`config.mk`:
```
export PLATFORM = sky130hd
export DESIGN_NAME = kbg_mailbox
export DESIGN_NICKNAME = d
export VERILOG_FILES = /design/src/logic/kbg_gate_seq.v /design/src/logic/kbg_mailbox.v
export VERILOG_INCLUDE_DIRS = /design/src /design/src/common
export SDC_FILE = /design/constraint.sdc
export NUM_CORES = 1
export LEC_CHECK = 0
export BUFFER_PORTS_ARGS = -buffer_cell sky130_fd_sc_hd__buf_2
export CORE_MARGIN = 2
export CORE_UTILIZATION = 45
export DETAILED_ROUTE_END_ITERATION = 16
export PLACE_DENSITY = 0.69
export SLEW_MARGIN = 20
export SYNTH_ARGS = -nofsm -noshare
export SYNTH_HDL_FRONTEND = slang
export SYNTH_SLANG_ARGS = --single-unit
```
`constraint.sdc`:
```
create_clock -name clock -period 4.1 [get_ports clock]
set_clock_uncertainty 0.2 [all_clocks]
set_input_delay 0.82 -clock clock [delete_from_list [all_inputs] [get_ports clock]]
set_output_delay 0.82 -clock clock [all_outputs]
set_load 0.02 [all_outputs]
```
`src/common/kbg_map.vh`:
```
// register offsets, field positions, reset values and command codes of the keyboard mailbox
`ifndef KBG_MAP_VH
`define KBG_MAP_VH
// firmware-side offsets
`define KBG_FW_KBD_DATA      12'h000
`define KBG_FW_STATUS        12'h004
`define KBG_FW_CONTROL       12'h008
`define KBG_FW_AUX_DATA      12'h00C
`define KBG_FW_KBD_FLAG      12'h010
`define KBG_FW_P92_ENABLE    12'h014
`define KBG_FW_P92_BAR       12'h018
`define KBG_FW_GATE_CTRL     12'h100
`define KBG_FW_LATCH_SET     12'h104
`define KBG_FW_LATCH_RESET   12'h108
// host I/O addresses
`define KBG_HOST_DATA        16'h0060
`define KBG_HOST_CMD         16'h0064
`define KBG_HOST_ALT         16'h0092
// status bits
`define KBG_ST_OBF           0
`define KBG_ST_IBF           1
`define KBG_ST_CD            3
`define KBG_ST_MOUSE_OUT_FULL_FLAG        5
// control bits
`define KBG_CT_GATE_SEL      0
`define KBG_CT_KBD_OVR       1
`define KBG_CT_AUX_OVR       2
`define KBG_CT_IRQ_EN        3
// alternate register bits
`define KBG_ALT_ADDR20_GATE          1
`define KBG_ALT_CPU_RESET_N          0
`define KBG_ALT_RESET        8'h00
// host commands
`define KBG_CMD_GATE         8'hD1
`define KBG_CMD_PULSE_FF     8'hFF
`define KBG_CMD_PULSE_FE     8'hFE
`define KBG_DATA_GATE_BIT    1
`endif

```
`src/logic/kbg_gate_seq.v`:
```
// gate command/data sequence decoder for the host address-line-20 latch
`timescale 1ns/1ps
`include "kbg_map.vh"
module kbg_gate_seq (
  // clock and reset
  input  wire       clock,
  input  wire       reset_n,
  // host write strobes
  input  wire       cmd_wr,
  input  wire       data_wr,
  input  wire [7:0] wdata,
  // decoded outcome
  output reg        take_gate,
  output reg        pass_ibf,
  output reg        gate_val
);
  localparam [1:0] ST_IDLE = 2'b01;
  localparam [1:0] ST_WAIT = 2'b10;
  reg [1:0] state_r;
  reg [1:0] state_nxt;

  always @* begin
    state_nxt = state_r;
    take_gate = 1'b0;
    pass_ibf  = cmd_wr | data_wr;
    gate_val  = wdata[`KBG_DATA_GATE_BIT];
    case (state_r)
      ST_IDLE: begin
        if (cmd_wr && wdata == `KBG_CMD_GATE) begin
          state_nxt = ST_WAIT;
          pass_ibf  = 1'b0;
        end else if (cmd_wr && (wdata == `KBG_CMD_PULSE_FF || wdata == `KBG_CMD_PULSE_FE)) begin
          pass_ibf  = 1'b0;
        end
      end
      ST_WAIT: begin
        if (data_wr) begin
          take_gate = 1'b1;
          pass_ibf  = 1'b0;
          state_nxt = ST_IDLE;
        end else if (cmd_wr && wdata == `KBG_CMD_GATE) begin
          pass_ibf  = 1'b0;
        end else if (cmd_wr) begin
          pass_ibf  = 1'b1;
          state_nxt = ST_IDLE;
        end
      end
      default: state_nxt = ST_IDLE;
    endcase
  end

  always @(posedge clock or negedge reset_n) begin
    if (!reset_n) begin
      state_r <= ST_IDLE;
    end else begin
      state_r <= state_nxt;
    end
  end
endmodule // kbg_gate_seq

```
`src/logic/kbg_mailbox.v`:
```
// keyboard-controller mailbox with host and firmware ports and address-line-20 gate
`timescale 1ns/1ps
`include "kbg_map.vh"
module kbg_mailbox (
  // clock and resets
  input  wire        clock,
  input  wire        reset_n,
  input  wire        main_reset_n,
  // host I/O port
  input  wire [15:0] host_addr,
  input  wire        host_wr,
  input  wire        host_rd,
  input  wire [7:0]  host_wdata,
  output reg  [7:0]  host_rdata,
  output reg         host_rdata_oe,
  // firmware register port
  input  wire [11:0] fw_addr,
  input  wire        fw_wr,
  input  wire        fw_rd,
  input  wire [7:0]  fw_wdata,
  output reg  [7:0]  fw_rdata,
  // system and firmware events
  output reg         kbd_sys_irq,
  output reg         mouse_sys_irq,
  output reg         fw_in_full_evt,
  output reg         fw_out_empty_evt,
  // gate and cpu reset pins
  output reg         addr20_gate,
  output reg         alt_addr20_gate,
  output reg         alt_cpu_reset_n
);
  reg [7:0] out_data_r;
  reg [7:0] in_data_r;
  reg       out_buf_full_r;
  reg       in_buf_full_r;
  reg       cmd_flag_r;
  reg       kbd_pend_r;
  reg       kbd_latch_r;
  reg       mouse_out_full_flag_r;
  reg [3:0] ctrl_r;
  reg       p92_en_r;
  reg       p92_valid_r;
  reg [7:0] alt_r;
  reg       fw_gate_r;
  reg       host_gate_r;

  wire irq_gate_enable      = ctrl_r[`KBG_CT_IRQ_EN];
  wire kbd_flag_override_en = ctrl_r[`KBG_CT_KBD_OVR];
  wire aux_override_select  = ctrl_r[`KBG_CT_AUX_OVR];
  wire fw_gate_select       = ctrl_r[`KBG_CT_GATE_SEL];
  wire kbd_out_full_flag    = kbd_flag_override_en ? kbd_latch_r : kbd_pend_r;

  ////////////////////////////////////////////////////////////////////////////
  // decode
  wire h_data_wr = host_wr && host_addr == `KBG_HOST_DATA;
  wire h_cmd_wr  = host_wr && host_addr == `KBG_HOST_CMD;
  wire h_data_rd = host_rd && host_addr == `KBG_HOST_DATA;
  wire h_stat_rd = host_rd && host_addr == `KBG_HOST_CMD;
  wire h_alt_on  = p92_en_r && p92_valid_r;
  wire h_alt_wr  = host_wr && host_addr == `KBG_HOST_ALT && h_alt_on;
  wire h_alt_rd  = host_rd && host_addr == `KBG_HOST_ALT && h_alt_on;
  wire f_kbd_wr  = fw_wr && fw_addr == `KBG_FW_KBD_DATA;
  wire f_aux_wr  = fw_wr && fw_addr == `KBG_FW_AUX_DATA;
  wire f_stat_wr = fw_wr && fw_addr == `KBG_FW_STATUS;
  wire f_flag_wr = fw_wr && fw_addr == `KBG_FW_KBD_FLAG;
  wire f_in_rd   = fw_rd && fw_addr == `KBG_FW_KBD_DATA;

  wire seq_take;
  wire seq_ibf;
  wire seq_val;
  kbg_gate_seq u_seq (
    .clock     (clock),
    .reset_n   (reset_n),
    .cmd_wr    (h_cmd_wr),
    .data_wr   (h_data_wr),
    .wdata     (host_wdata),
    .take_gate (seq_take),
    .pass_ibf  (seq_ibf),
    .gate_val  (seq_val)
  );

  ////////////////////////////////////////////////////////////////////////////
  // firmware write decode
  wire f_ctrl_wr = fw_wr && fw_addr == `KBG_FW_CONTROL;
  wire f_p92e_wr = fw_wr && fw_addr == `KBG_FW_P92_ENABLE;
  wire f_bar_wr  = fw_wr && fw_addr == `KBG_FW_P92_BAR;
  wire f_gate_wr = fw_wr && fw_addr == `KBG_FW_GATE_CTRL;
  wire f_set_wr  = fw_wr && fw_addr == `KBG_FW_LATCH_SET;
  wire f_rst_wr  = fw_wr && fw_addr == `KBG_FW_LATCH_RESET;
  wire f_out_wr  = f_kbd_wr || f_aux_wr;
  wire h_in_take = (h_data_wr || h_cmd_wr) && seq_ibf;

  ////////////////////////////////////////////////////////////////////////////
  // output buffer and keyboard flag, system-power reset domain
  always @(posedge clock or negedge reset_n) begin
    if (!reset_n) begin
      out_data_r     <= 8'h00;
      out_buf_full_r <= 1'b0;
      kbd_pend_r     <= 1'b0;
      kbd_latch_r    <= 1'b0;
    end else begin
      // set beats clear: a firmware write in the same cycle as a host read wins
      if (f_out_wr) begin
        out_data_r     <= fw_wdata;
        out_buf_full_r <= 1'b1;
      end else if (h_data_rd) begin
        out_buf_full_r <= 1'b0;
      end
      if (f_kbd_wr && !kbd_flag_override_en) begin
        kbd_pend_r <= 1'b1;
      end else if (h_data_rd) begin
        kbd_pend_r <= 1'b0;
      end
      // latch keeps its value across override changes, so firmware may preload it
      if (f_flag_wr) begin
        kbd_latch_r <= fw_wdata[0];
      end
    end
  end

  // mouse flag: firmware owns it while the aux override is selected
  always @(posedge clock or negedge reset_n) begin
    if (!reset_n) begin
      mouse_out_full_flag_r <= 1'b0;
    end else begin
      if (aux_override_select && f_stat_wr) begin
        mouse_out_full_flag_r <= fw_wdata[`KBG_ST_MOUSE_OUT_FULL_FLAG];
      end else if (f_aux_wr && !aux_override_select) begin
        mouse_out_full_flag_r <= 1'b1;
      end else if (h_data_rd && !aux_override_select) begin
        mouse_out_full_flag_r <= 1'b0;
      end
    end
  end

  // input buffer; bytes swallowed by the gate sequence never land here
  always @(posedge clock or negedge reset_n) begin
    if (!reset_n) begin
      in_data_r     <= 8'h00;
      in_buf_full_r <= 1'b0;
      cmd_flag_r    <= 1'b0;
    end else begin
      if (h_in_take) begin
        in_data_r     <= host_wdata;
        in_buf_full_r <= 1'b1;
        cmd_flag_r    <= h_cmd_wr;
      end else if (f_in_rd) begin
        in_buf_full_r <= 1'b0;
      end
    end
  end

  // firmware events, one cycle each
  always @(posedge clock or negedge reset_n) begin
    if (!reset_n) begin
      fw_in_full_evt   <= 1'b0;
      fw_out_empty_evt <= 1'b0;
    end else begin
      fw_in_full_evt   <= h_in_take && !in_buf_full_r;
      fw_out_empty_evt <= h_data_rd && out_buf_full_r && !f_out_wr;
    end
  end

  // firmware control registers
  always @(posedge clock or negedge reset_n) begin
    if (!reset_n) begin
      ctrl_r      <= 4'h0;
      p92_en_r    <= 1'b0;
      p92_valid_r <= 1'b0;
      fw_gate_r   <= 1'b0;
    end else begin
      if (f_ctrl_wr) begin
        ctrl_r <= fw_wdata[3:0];
      end
      if (f_p92e_wr) begin
        p92_en_r <= fw_wdata[0];
      end
      if (f_bar_wr) begin
        p92_valid_r <= fw_wdata[7];
      end
      if (f_gate_wr) begin
        fw_gate_r <= fw_wdata[0];
      end
    end
  end

  // host gate latch: firmware set/reset wins over a host sequence in the same cycle
  always @(posedge clock or negedge reset_n) begin
    if (!reset_n) begin
      host_gate_r <= 1'b0;
    end else begin
      if (f_set_wr) begin
        host_gate_r <= 1'b1;
      end else if (f_rst_wr) begin
        host_gate_r <= 1'b0;
      end else if (seq_take) begin
        host_gate_r <= seq_val;
      end
    end
  end

  ////////////////////////////////////////////////////////////////////////////
  // alternate register, main-power reset domain
  always @(posedge clock or negedge main_reset_n) begin
    if (!main_reset_n) begin
      alt_r <= `KBG_ALT_RESET;
    end else if (h_alt_wr) begin
      alt_r <= host_wdata;
    end
  end

  ////////////////////////////////////////////////////////////////////////////
  // registered outputs
  wire gate_now = fw_gate_select ? fw_gate_r : host_gate_r;
  // one status byte serves both the host status read and the firmware view
  reg [7:0] status_now;
  always @* begin
    status_now                = 8'h00;
    status_now[`KBG_ST_OBF]    = out_buf_full_r;
    status_now[`KBG_ST_IBF]    = in_buf_full_r;
    status_now[`KBG_ST_CD]     = cmd_flag_r;
    status_now[`KBG_ST_MOUSE_OUT_FULL_FLAG] = mouse_out_full_flag_r;
  end

  reg [7:0] fw_rd_nxt;
  reg [7:0] host_rd_nxt;
  always @* begin
    fw_rd_nxt = 8'h00;
    case (fw_addr)
      `KBG_FW_KBD_DATA:   fw_rd_nxt = in_data_r;
      `KBG_FW_STATUS:     fw_rd_nxt = status_now;
      `KBG_FW_CONTROL:    fw_rd_nxt = {4'h0, ctrl_r};
      `KBG_FW_KBD_FLAG:   fw_rd_nxt = {7'h00, kbd_out_full_flag};
      `KBG_FW_P92_ENABLE: fw_rd_nxt = {7'h00, p92_en_r};
      `KBG_FW_P92_BAR:    fw_rd_nxt = {p92_valid_r, 7'h00};
      `KBG_FW_GATE_CTRL:  fw_rd_nxt = {7'h00, gate_now};
      default:            fw_rd_nxt = 8'h00;
    endcase
    host_rd_nxt = 8'h00;
    if (h_data_rd) begin
      host_rd_nxt = out_data_r;
    end else if (h_stat_rd) begin
      host_rd_nxt = status_now;
    end else if (h_alt_rd) begin
      host_rd_nxt = alt_r;
    end
  end

  always @(posedge clock or negedge reset_n) begin
    if (!reset_n) begin
      fw_rdata      <= 8'h00;
      host_rdata    <= 8'h00;
      host_rdata_oe <= 1'b0;
    end else begin
      fw_rdata      <= fw_rd ? fw_rd_nxt : 8'h00;
      host_rdata    <= host_rd_nxt;
      host_rdata_oe <= h_data_rd || h_stat_rd || h_alt_rd;
    end
  end

  // pins: interrupts and gates lag their cause by one register
  always @(posedge clock or negedge reset_n) begin
    if (!reset_n) begin
      kbd_sys_irq     <= 1'b0;
      mouse_sys_irq   <= 1'b0;
      addr20_gate     <= 1'b0;
      alt_addr20_gate <= 1'b0;
      alt_cpu_reset_n <= 1'b1;
    end else begin
      kbd_sys_irq     <= irq_gate_enable & kbd_out_full_flag;
      mouse_sys_irq   <= irq_gate_enable & mouse_out_full_flag_r;
      addr20_gate     <= gate_now;
      alt_addr20_gate <= alt_r[`KBG_ALT_ADDR20_GATE];
      alt_cpu_reset_n <= ~alt_r[`KBG_ALT_CPU_RESET_N];
    end
  end
endmodule // kbg_mailbox

```
==> parameters.txt, run 1 <==
Parameter                              Value

Outcome
  Result of the run    complete, no violations

STA
  Unrepaired setup endpoints after global routing    no
  Sum of negative setup slack    0 ns
  Shortest clock period the worst path allows after layout    2.70 ns
  Achievable clock frequency    370 MHz
  Slew at the pin with the worst max-slew slack    0.822 ns
  Max-Slew Margin vs Limit    45.2%
  Final Setup Violations    0
  Final period util    65.9%
  Final count of hold timing violations    0
  Pins over their slew limit    0

Power
  Pwr per Cell Area    340 nW/um^2
  Sw Pwr    296 uW
  Cell internal power dissipation    939 uW
  Share of total power in combinational logic    6.2%
  Maximum VDD drop    0.247 mV
  Fraction of power consumed by the clock network    42.5%
  Share of total power in sequential cells    51.3%
  Switching fraction of total power    23.9%
  Leakage component of the power    0.00182 uW

Synth
  Top_reg_cell synth    dfrtp_1
  Number of flip-flops and latches in the synthesized netlist    64
  Post-synth cell types    56
  Gate Count Post-Synth    236
  Per-instance average area after synthesis    12.6 um^2
  Dominant cells by area after synthesis    dfrtp_1 52%, mux2_2 12%, nor4_4 2.1%
  Share of Yosys cell area claimed by the top area cell type    52.1%
  Most frequent cell after synthesis    dfrtp_1
  Async SR Flop Fraction    100%
  Number of nets produced by synthesis    289
  Commonest cells in the synthesized netlist    62 x dfrtp_1, 32 x mux2_2, 13 x nand2_1, 10 x and3_1, 8 x nor2_1
  Total of warnings raised by yosys    0
  Sequential element share of the synthesized area    53.8%
  EDFF count, synth    0
  Leading area contributor after synthesis    dfrtp_1
  Post-synthesis instance area    2980 um^2

Worst setup path
  Delay of the slowest cell on the worst path    0.52 ns
  Worst path required time    4.12 ns
  Buf/Inv on CP    1
  Setup crit start kind    input port
  CP Data Arrival Time    2.73 ns
  Capturing element type of the critical path    register
  Top fanout value on the critical path    10
  Critical path's top delay family    simple AND/OR/NAND/NOR gates
  Worst reg2reg setup slack    1.55 ns
  Cell-by-cell listing of the critical path    buf_2, nor4_1, and2_1, nand4_1, mux2_2
  CP Class    input port to register
  Highest-delay cell along the critical path    nand4_1

Final layout
  Number of antenna repair diodes    0
  Layout net count    371
  Final core area utilization    56.9%
  Cell Count, Final, Fillers Out    400
  Share of final-layout standard cells stronger than drive strength 1    42.1%
  Area growth syn-to-layout    21.9%

Routing
  Number of design-rule violations left by the first detailed-router iteration    152
  Number of nets with antenna violations after detailed routing    0
  Vias per inst    5.77
  Detail-routed net length per standard cell    17.7 um
  DR DRC count    0
  Via count    2307
  Wirelength, routed    7090 um
  Number of optimization iterations in the first detailed-route pass    5

Placement
  Post-placement cell count    384
  Global placement routability congestion    0.807
  Sum of net half-perimeters after detailed placement    5230 um
  Count of buffers from port buffering    74

Worst hold path
  Min-delay worst type    input port to async pin

Clock tree
  CTS clk-pin slew, worst paths    0.07 ns
  Number of hold buffers added after CTS    0
  TritonCTS clock tree    done
  Postcts setup bufs    0
  Number of buffers added by the clock tree synthesis step    9
  Worst-skew pair later-pin latency    0.35 ns
  CTS resizes    0
  CTS sink count    64
  Bufs on Longest Clock Path    2
  Clk Tree Root Cell    clkbuf_8
  H-tree depth    3

Global routing
  Overall track demand over capacity in global routing    21.4%
  Vias in the first global route    2299
  GRT Residual Overflow    0
  Maximum number of pins on one net before global-route repair    36
  Global-route wire length before repair    11900 um
  Initial antenna violation count    0

Die
  Std-Cell Rows    29
  Full die area    7290 um^2
  Die outline height    85.4 um
  Die width    85.4 um
  Standard cell core area    6390 um^2
  Starting density of the core    46.7%
  IO Pins    75

Job
  Max-cap check violation count    0
-- power by group through the flow --
stage	sequential [uW]	combinational, uW	clock (uW)
2_1_floorplan	645	20.9	0
3_3_place_gp	645	75.5	0
3_5_place_dp	646	76.5	0
4_1_cts	633	76.7	539
5_1_grt	633	85.3	565
6_report	634	76.1	525
-- cells by family (layout without fill, tap and decap cells) --
logic type,after synthesis,count (layout),synth area share (%)
AO/OA/AOI/OAI,37,37,10.6
XOR/XNOR,1,1,0.294
adder cells (fa/ha/maj),2,2,0.839
buffers and inverters,12,99,1.51
flip-flops,64,64,53.8
multiplexers,38,38,14.1
AND/OR/NAND/NOR,82,82,18.8
-- layout make-up --
| cell class | instances | area, um^2 |
|---|---|---|
| clock inverter | 6 | 61.3 |
| sequential | 64 | 1600 |
| multi-input combinational | 160 | 1330 |
| tap | 77 | 96.3 |
| fill | 539 | 2750 |
| clock buffer | 10 | 128 |
| inverter | 7 | 26.3 |
| timing repair buffer | 76 | 385 |
-- worst paths after layout --
path | from | cells after the start | end
max | fw_addr[4] | 5 | out_data_r[3]$_DFFE_PN0P_
min | main_reset_n | 1 | alt_r[4]$_DFFE_PN0P_
max reg2reg | u_seq.state_r[0]$_DFFE_PN1P_ | 6 | in_data_r[0]$_DFFE_PN0P_
min reg2reg | alt_r[1]$_DFFE_PN0P_ | 0 | alt_addr20_gate$_DFF_PN0_
max in group asynchronous | reset_n | 2 | alt_cpu_reset_n$_DFF_PN1_
min in group clock | alt_r[1]$_DFFE_PN0P_ | 0 | alt_addr20_gate$_DFF_PN0_
-- worst register-to-register path: cells and delay by family, from the launching register on --
kind,cells,cell delay (ns)
AO/OA/AOI/OAI,1,0.67
flip-flops,1,0.56
multiplexers,1,0.41
adder cells (fa/ha/maj),1,0.30
AND/OR/NAND/NOR,1,0.20
buffers and inverters,2,0.11
-- flip-flops by register name, summed over array words and instances, names as in the netlist, 2 cells and up --
| register | flops |
|---|---|
| out_data_r | 8 |
| host_rdata | 8 |
| fw_rdata | 8 |
| ctrl_r | 4 |
| in_data_r | 8 |
| u_seq.state_r | 2 |
| alt_r | 8 |
-- layout by cell type, fill, tap and decap left out, types with 6 or more instances in the layout --
| cell type | count |
|---|---|
| clkbuf_8 | 9 |
| nor2_1 | 8 |
| nor2b_1 | 6 |
| buf_2 | 74 |
| mux2_2 | 32 |
| nand4_1 | 7 |
| inv_1 | 7 |
| dfrtp_1 | 62 |
| nand2_1 | 13 |
| and3_1 | 10 |
-- per-stage QoR --
| step | instance area, um^2 | total power (uW) | hold WS, ns | setup slack, ns |
|---|---|---|---|---|
| detailed placement | 3440 | 722 | 0.205 | 1.05 |
| floorplan | 2980 | 666 | 0.171 | 1.54 |
| CTS | 3630 | 1250 | 0.0903 | 1.43 |
| global route | 3630 | 1280 | 0.0922 | 1.27 |
| finish | 3630 | 1230 | 0.102 | 1.40 |
| global placement | 3440 | 721 | 0.207 | 1.16 |
-- per-layer routing --
layer | up-vias | routed length (um) | track usage (%)
li1 | 1065 | - | -
met1 | 1131 | 3120 | 28.8
met2 | 91 | 3370 | 32.9
met3 | 20 | 413 | 4.67
met4 | 0 | 189 | 10.7
met5 | - | 0 | 0
Note: power is estimated with default switching activity, not from simulation.
==> run 2: changes to the inputs <==
--- a/config.mk
+++ b/config.mk
@@ -6,11 +6,12 @@
 export SDC_FILE = /design/constraint.sdc
 export NUM_CORES = 1
 export LEC_CHECK = 0
+export ABC_AREA = 1
 export BUFFER_PORTS_ARGS = -buffer_cell sky130_fd_sc_hd__buf_2
 export CORE_MARGIN = 2
 export CORE_UTILIZATION = 45
 export DETAILED_ROUTE_END_ITERATION = 16
-export PLACE_DENSITY = 0.69
+export PLACE_DENSITY = 0.71
 export SLEW_MARGIN = 20
 export SYNTH_ARGS = -nofsm -noshare
 export SYNTH_HDL_FRONTEND = slang
==> constraint.sdc (replaced) <==
create_clock -name clock -period 2.25 [get_ports clock]
set_clock_uncertainty 0.2 [all_clocks]
set_input_delay 0.45 -clock clock [delete_from_list [all_inputs] [get_ports clock]]
set_output_delay 0.45 -clock clock [all_outputs]
set_load 0.02 [all_outputs]
==> run 2 against run 1 <==
Compared with the run above:
- combinational power rose by 91%
- clock power grew 110%
- wire length increased by 0.83%
- worst setup slack worse by 1.0 ns
- sequential share of layout area is 3.4 points lower
- worst hold slack improved by 0.0011 ns
- critical path type is now register to register
- largest power group unchanged
==> parameters.txt, run 2 <==
Parameter                              Value

Global routing
  Met2 routing resource usage after global routing    33.2%
  Layer carrying the most global-route usage    met2
  Maximum number of pins on one net before global-route repair    27
  Overall track demand over capacity in global routing    20.5%
  Initial antenna violation count    0
  GRT Residual Overflow    0
  Vias in the first global route    2641
  Met3 demand-to-capacity share in global routing    3.39%
  Global Route met1 Usage    27.7%
  Global-route wire length before repair    12100 um

Clock tree
  CTS clk-pin slew, worst paths    0.08 ns
  CTS resizes    0
  CTS sink count    64
  Bufs on Longest Clock Path    2
  Clk Tree Root Cell    clkbuf_8
  Number of buffers added by the clock tree synthesis step    9
  Number of hold buffers added after CTS    2
  Postcts setup bufs    0
  TritonCTS clock tree    done
  H-tree depth    3
  Worst-skew pair later-pin latency    0.34 ns

Worst setup path
  Top fanout value on the critical path    11
  CP Data Arrival Time    1.86 ns
  Highest-delay cell along the critical path    dfstp_2
  Capturing element type of the critical path    register
  Cell count of the worst reg-to-reg path    8
  Delay of the slowest cell on the worst path    0.53 ns
  CP Class    register to register
  Setup crit start kind    register
  Cell-by-cell listing of the critical path    inv_1, ha_1, nand2_1, inv_2, nand2_2, nand3_4, o21ai_2, o21ai_1
  Worst path required time    2.24 ns

Routing
  Via count    2755
  Vias per inst    4.83
  Detail-routed net length per standard cell    12.5 um
  Number of optimization iterations in the first detailed-route pass    4
  DR DRC count    0
  Number of design-rule violations left by the first detailed-router iteration    115
  Number of nets with antenna violations after detailed routing    0
  Wirelength, routed    7150 um

Power
  Maximum VDD drop    0.350 mV
  Pwr per Cell Area    608 nW/um^2
  Leakage component of the power    0.00216 uW
  Post-route total power    2390 uW

STA
  Final Setup Violations    0
  Setup ws final    0.386 ns
  Shortest clock period the worst path allows after layout    1.86 ns
  Final count of hold timing violations    0
  Max-Slew Margin vs Limit    67.9%
  Final period util    82.8%
  Achievable clock frequency    537 MHz
  Pins over their slew limit    0
  Slew at the pin with the worst max-slew slack    0.480 ns
  Unrepaired setup endpoints after global routing    no
  Sum of negative setup slack    0 ns

Final layout
  Most common library cell in the layout ignoring fill and taps    nand2_1
  Top library cells by usage in the layout, fill and taps aside    103 x nand2_1, 74 x buf_2, 62 x dfrtp_1, 58 x inv_1, 35 x nor2_1
  Share of final-layout standard cells stronger than drive strength 1    28.3%
  Number of antenna repair diodes    0
  Fill cell count    609
  Cell Count, Final, Fillers Out    570
  Area growth syn-to-layout    24.1%
  Final design area excluding fillers    3940 um^2
  Layout net count    522

Die
  Die width    87.9 um
  Standard cell core area    6790 um^2
  Die outline height    87.9 um
  Starting density of the core    46.7%
  IO Pins    75
  Std-Cell Rows    30
  Full die area    7730 um^2

Synth
  Share of Yosys cell area claimed by the top area cell type    48.9%
  Top_reg_cell synth    dfrtp_1
  EDFF count, synth    0
  Per-instance average area after synthesis    8.37 um^2
  Sequential element share of the synthesized area    50.6%
  Dominant cells by area after synthesis    dfrtp_1 49%, nand2_1 12%, inv_1 6.9%
  Number of flip-flops and latches in the synthesized netlist    64
  Total of warnings raised by yosys    0
  Commonest cells in the synthesized netlist    103 x nand2_1, 62 x dfrtp_1, 58 x inv_1, 35 x nor2_1, 25 x nand3_1
  Post-synth cell types    35
  Async SR Flop Fraction    100%
  Leading area contributor after synthesis    dfrtp_1
  Most frequent cell after synthesis    nand2_1
  Post-synthesis instance area    3170 um^2
  Gate Count Post-Synth    379
  Number of nets produced by synthesis    432

Placement
  Global placement routability congestion    0.899
  Count of buffers from port buffering    74
  Sum of net half-perimeters after detailed placement    5700 um
  Worst slack, placed    0.186 ns
  Post-placement cell count    552
  Total placed instance area    3690 um^2

Worst hold path
  Cell count of the worst hold path    3
  Min-delay worst type    input port to register

Outcome
  Result of the run    complete, no violations

Job
  Max-cap check violation count    0
==> run 2: cell types whose count changed in the layout (fill, tap and decap cells not counted), moves of 8 or more <==
cell,change
nand2_1,+90
inv_1,+51
mux2_2,-31
nor2_1,+27
nand3_1,+21
o21ai_2,+15
o21ai_0,+12
and3_1,-10
o211ai_1,+8
==> run 2: metrics by stage <==
| stage | utilization, % | hold slack (ns) |
|---|---|---|
| 6_report | 57.9 | 0.103 |
| 5_1_grt | 57.9 | 0.104 |
| 4_1_cts | 57.9 | 0.0960 |
| 3_5_place_dp | 54.4 | 0.0991 |
| 3_3_place_gp | 54.4 | 0.0964 |
| 2_1_floorplan | - | -0.0456 |
==> run 2: layout make-up <==
cell class / instances / area [um^2] / area share (%)
multi-input cells: 248 / 1290 / 32.8
clock buffers: 11 / 141 / 3.59
inverters: 61 / 229 / 5.82
well taps: 96 / 120 / 3.05
repair buffers: 85 / 470 / 12.0
flip-flops and latches: 64 / 1600 / 40.8
clock inverters: 5 / 80.1 / 2.03
==> run 2: power breakdown <==
group          total [uW]  internal (uW)  switching [uW]
Combinational         145           55.1            89.9
Sequential           1160           1160            4.18
Clock                1090            652             435
Total                2390           1860             529
==> run 2: worst paths after layout <==
kind	start	endpoint	slack, ns
min in group asynchronous	main_reset_n	alt_r[6]$_DFFE_PN0P_	0.27
setup / recovery	u_seq.state_r[0]$_DFFE_PN1P_	in_buf_full_r$_DFFE_PN0P_	0.39
setup reg to reg	u_seq.state_r[0]$_DFFE_PN1P_	in_buf_full_r$_DFFE_PN0P_	0.39
hold / removal	fw_wdata[4]	out_data_r[4]$_DFFE_PN0P_	0.10
max in group asynchronous	reset_n	u_seq.state_r[0]$_DFFE_PN1P_	0.85
hold reg to reg	alt_r[1]$_DFFE_PN0P_	alt_addr20_gate$_DFF_PN0_	0.23
==> run 2: logic make-up after synthesis <==
kind of cell | after synthesis | share of synthesized area, %
flops | 64 | 50.6
simple gates | 185 | 26.0
mux | 2 | 0.671
compound gates | 59 | 13.2
buf+inv | 67 | 8.72
fa+ha+maj | 2 | 0.789
==> run 2: layer usage <==
layer  wire length [um]  share of wire [%]
met1               3200                 45
met4                 87                1.2
met3                454                6.3
met2               3410                 48
met5                  0                  0
==> run 2: worst max-delay path, delay by kind of cell (launching register included) <==
kind            cells  cell delay [ns]
compound gates      2             0.35
fa+ha+maj           1             0.24
buf+inv             2             0.10
flops               1             0.53
simple gates        3             0.29
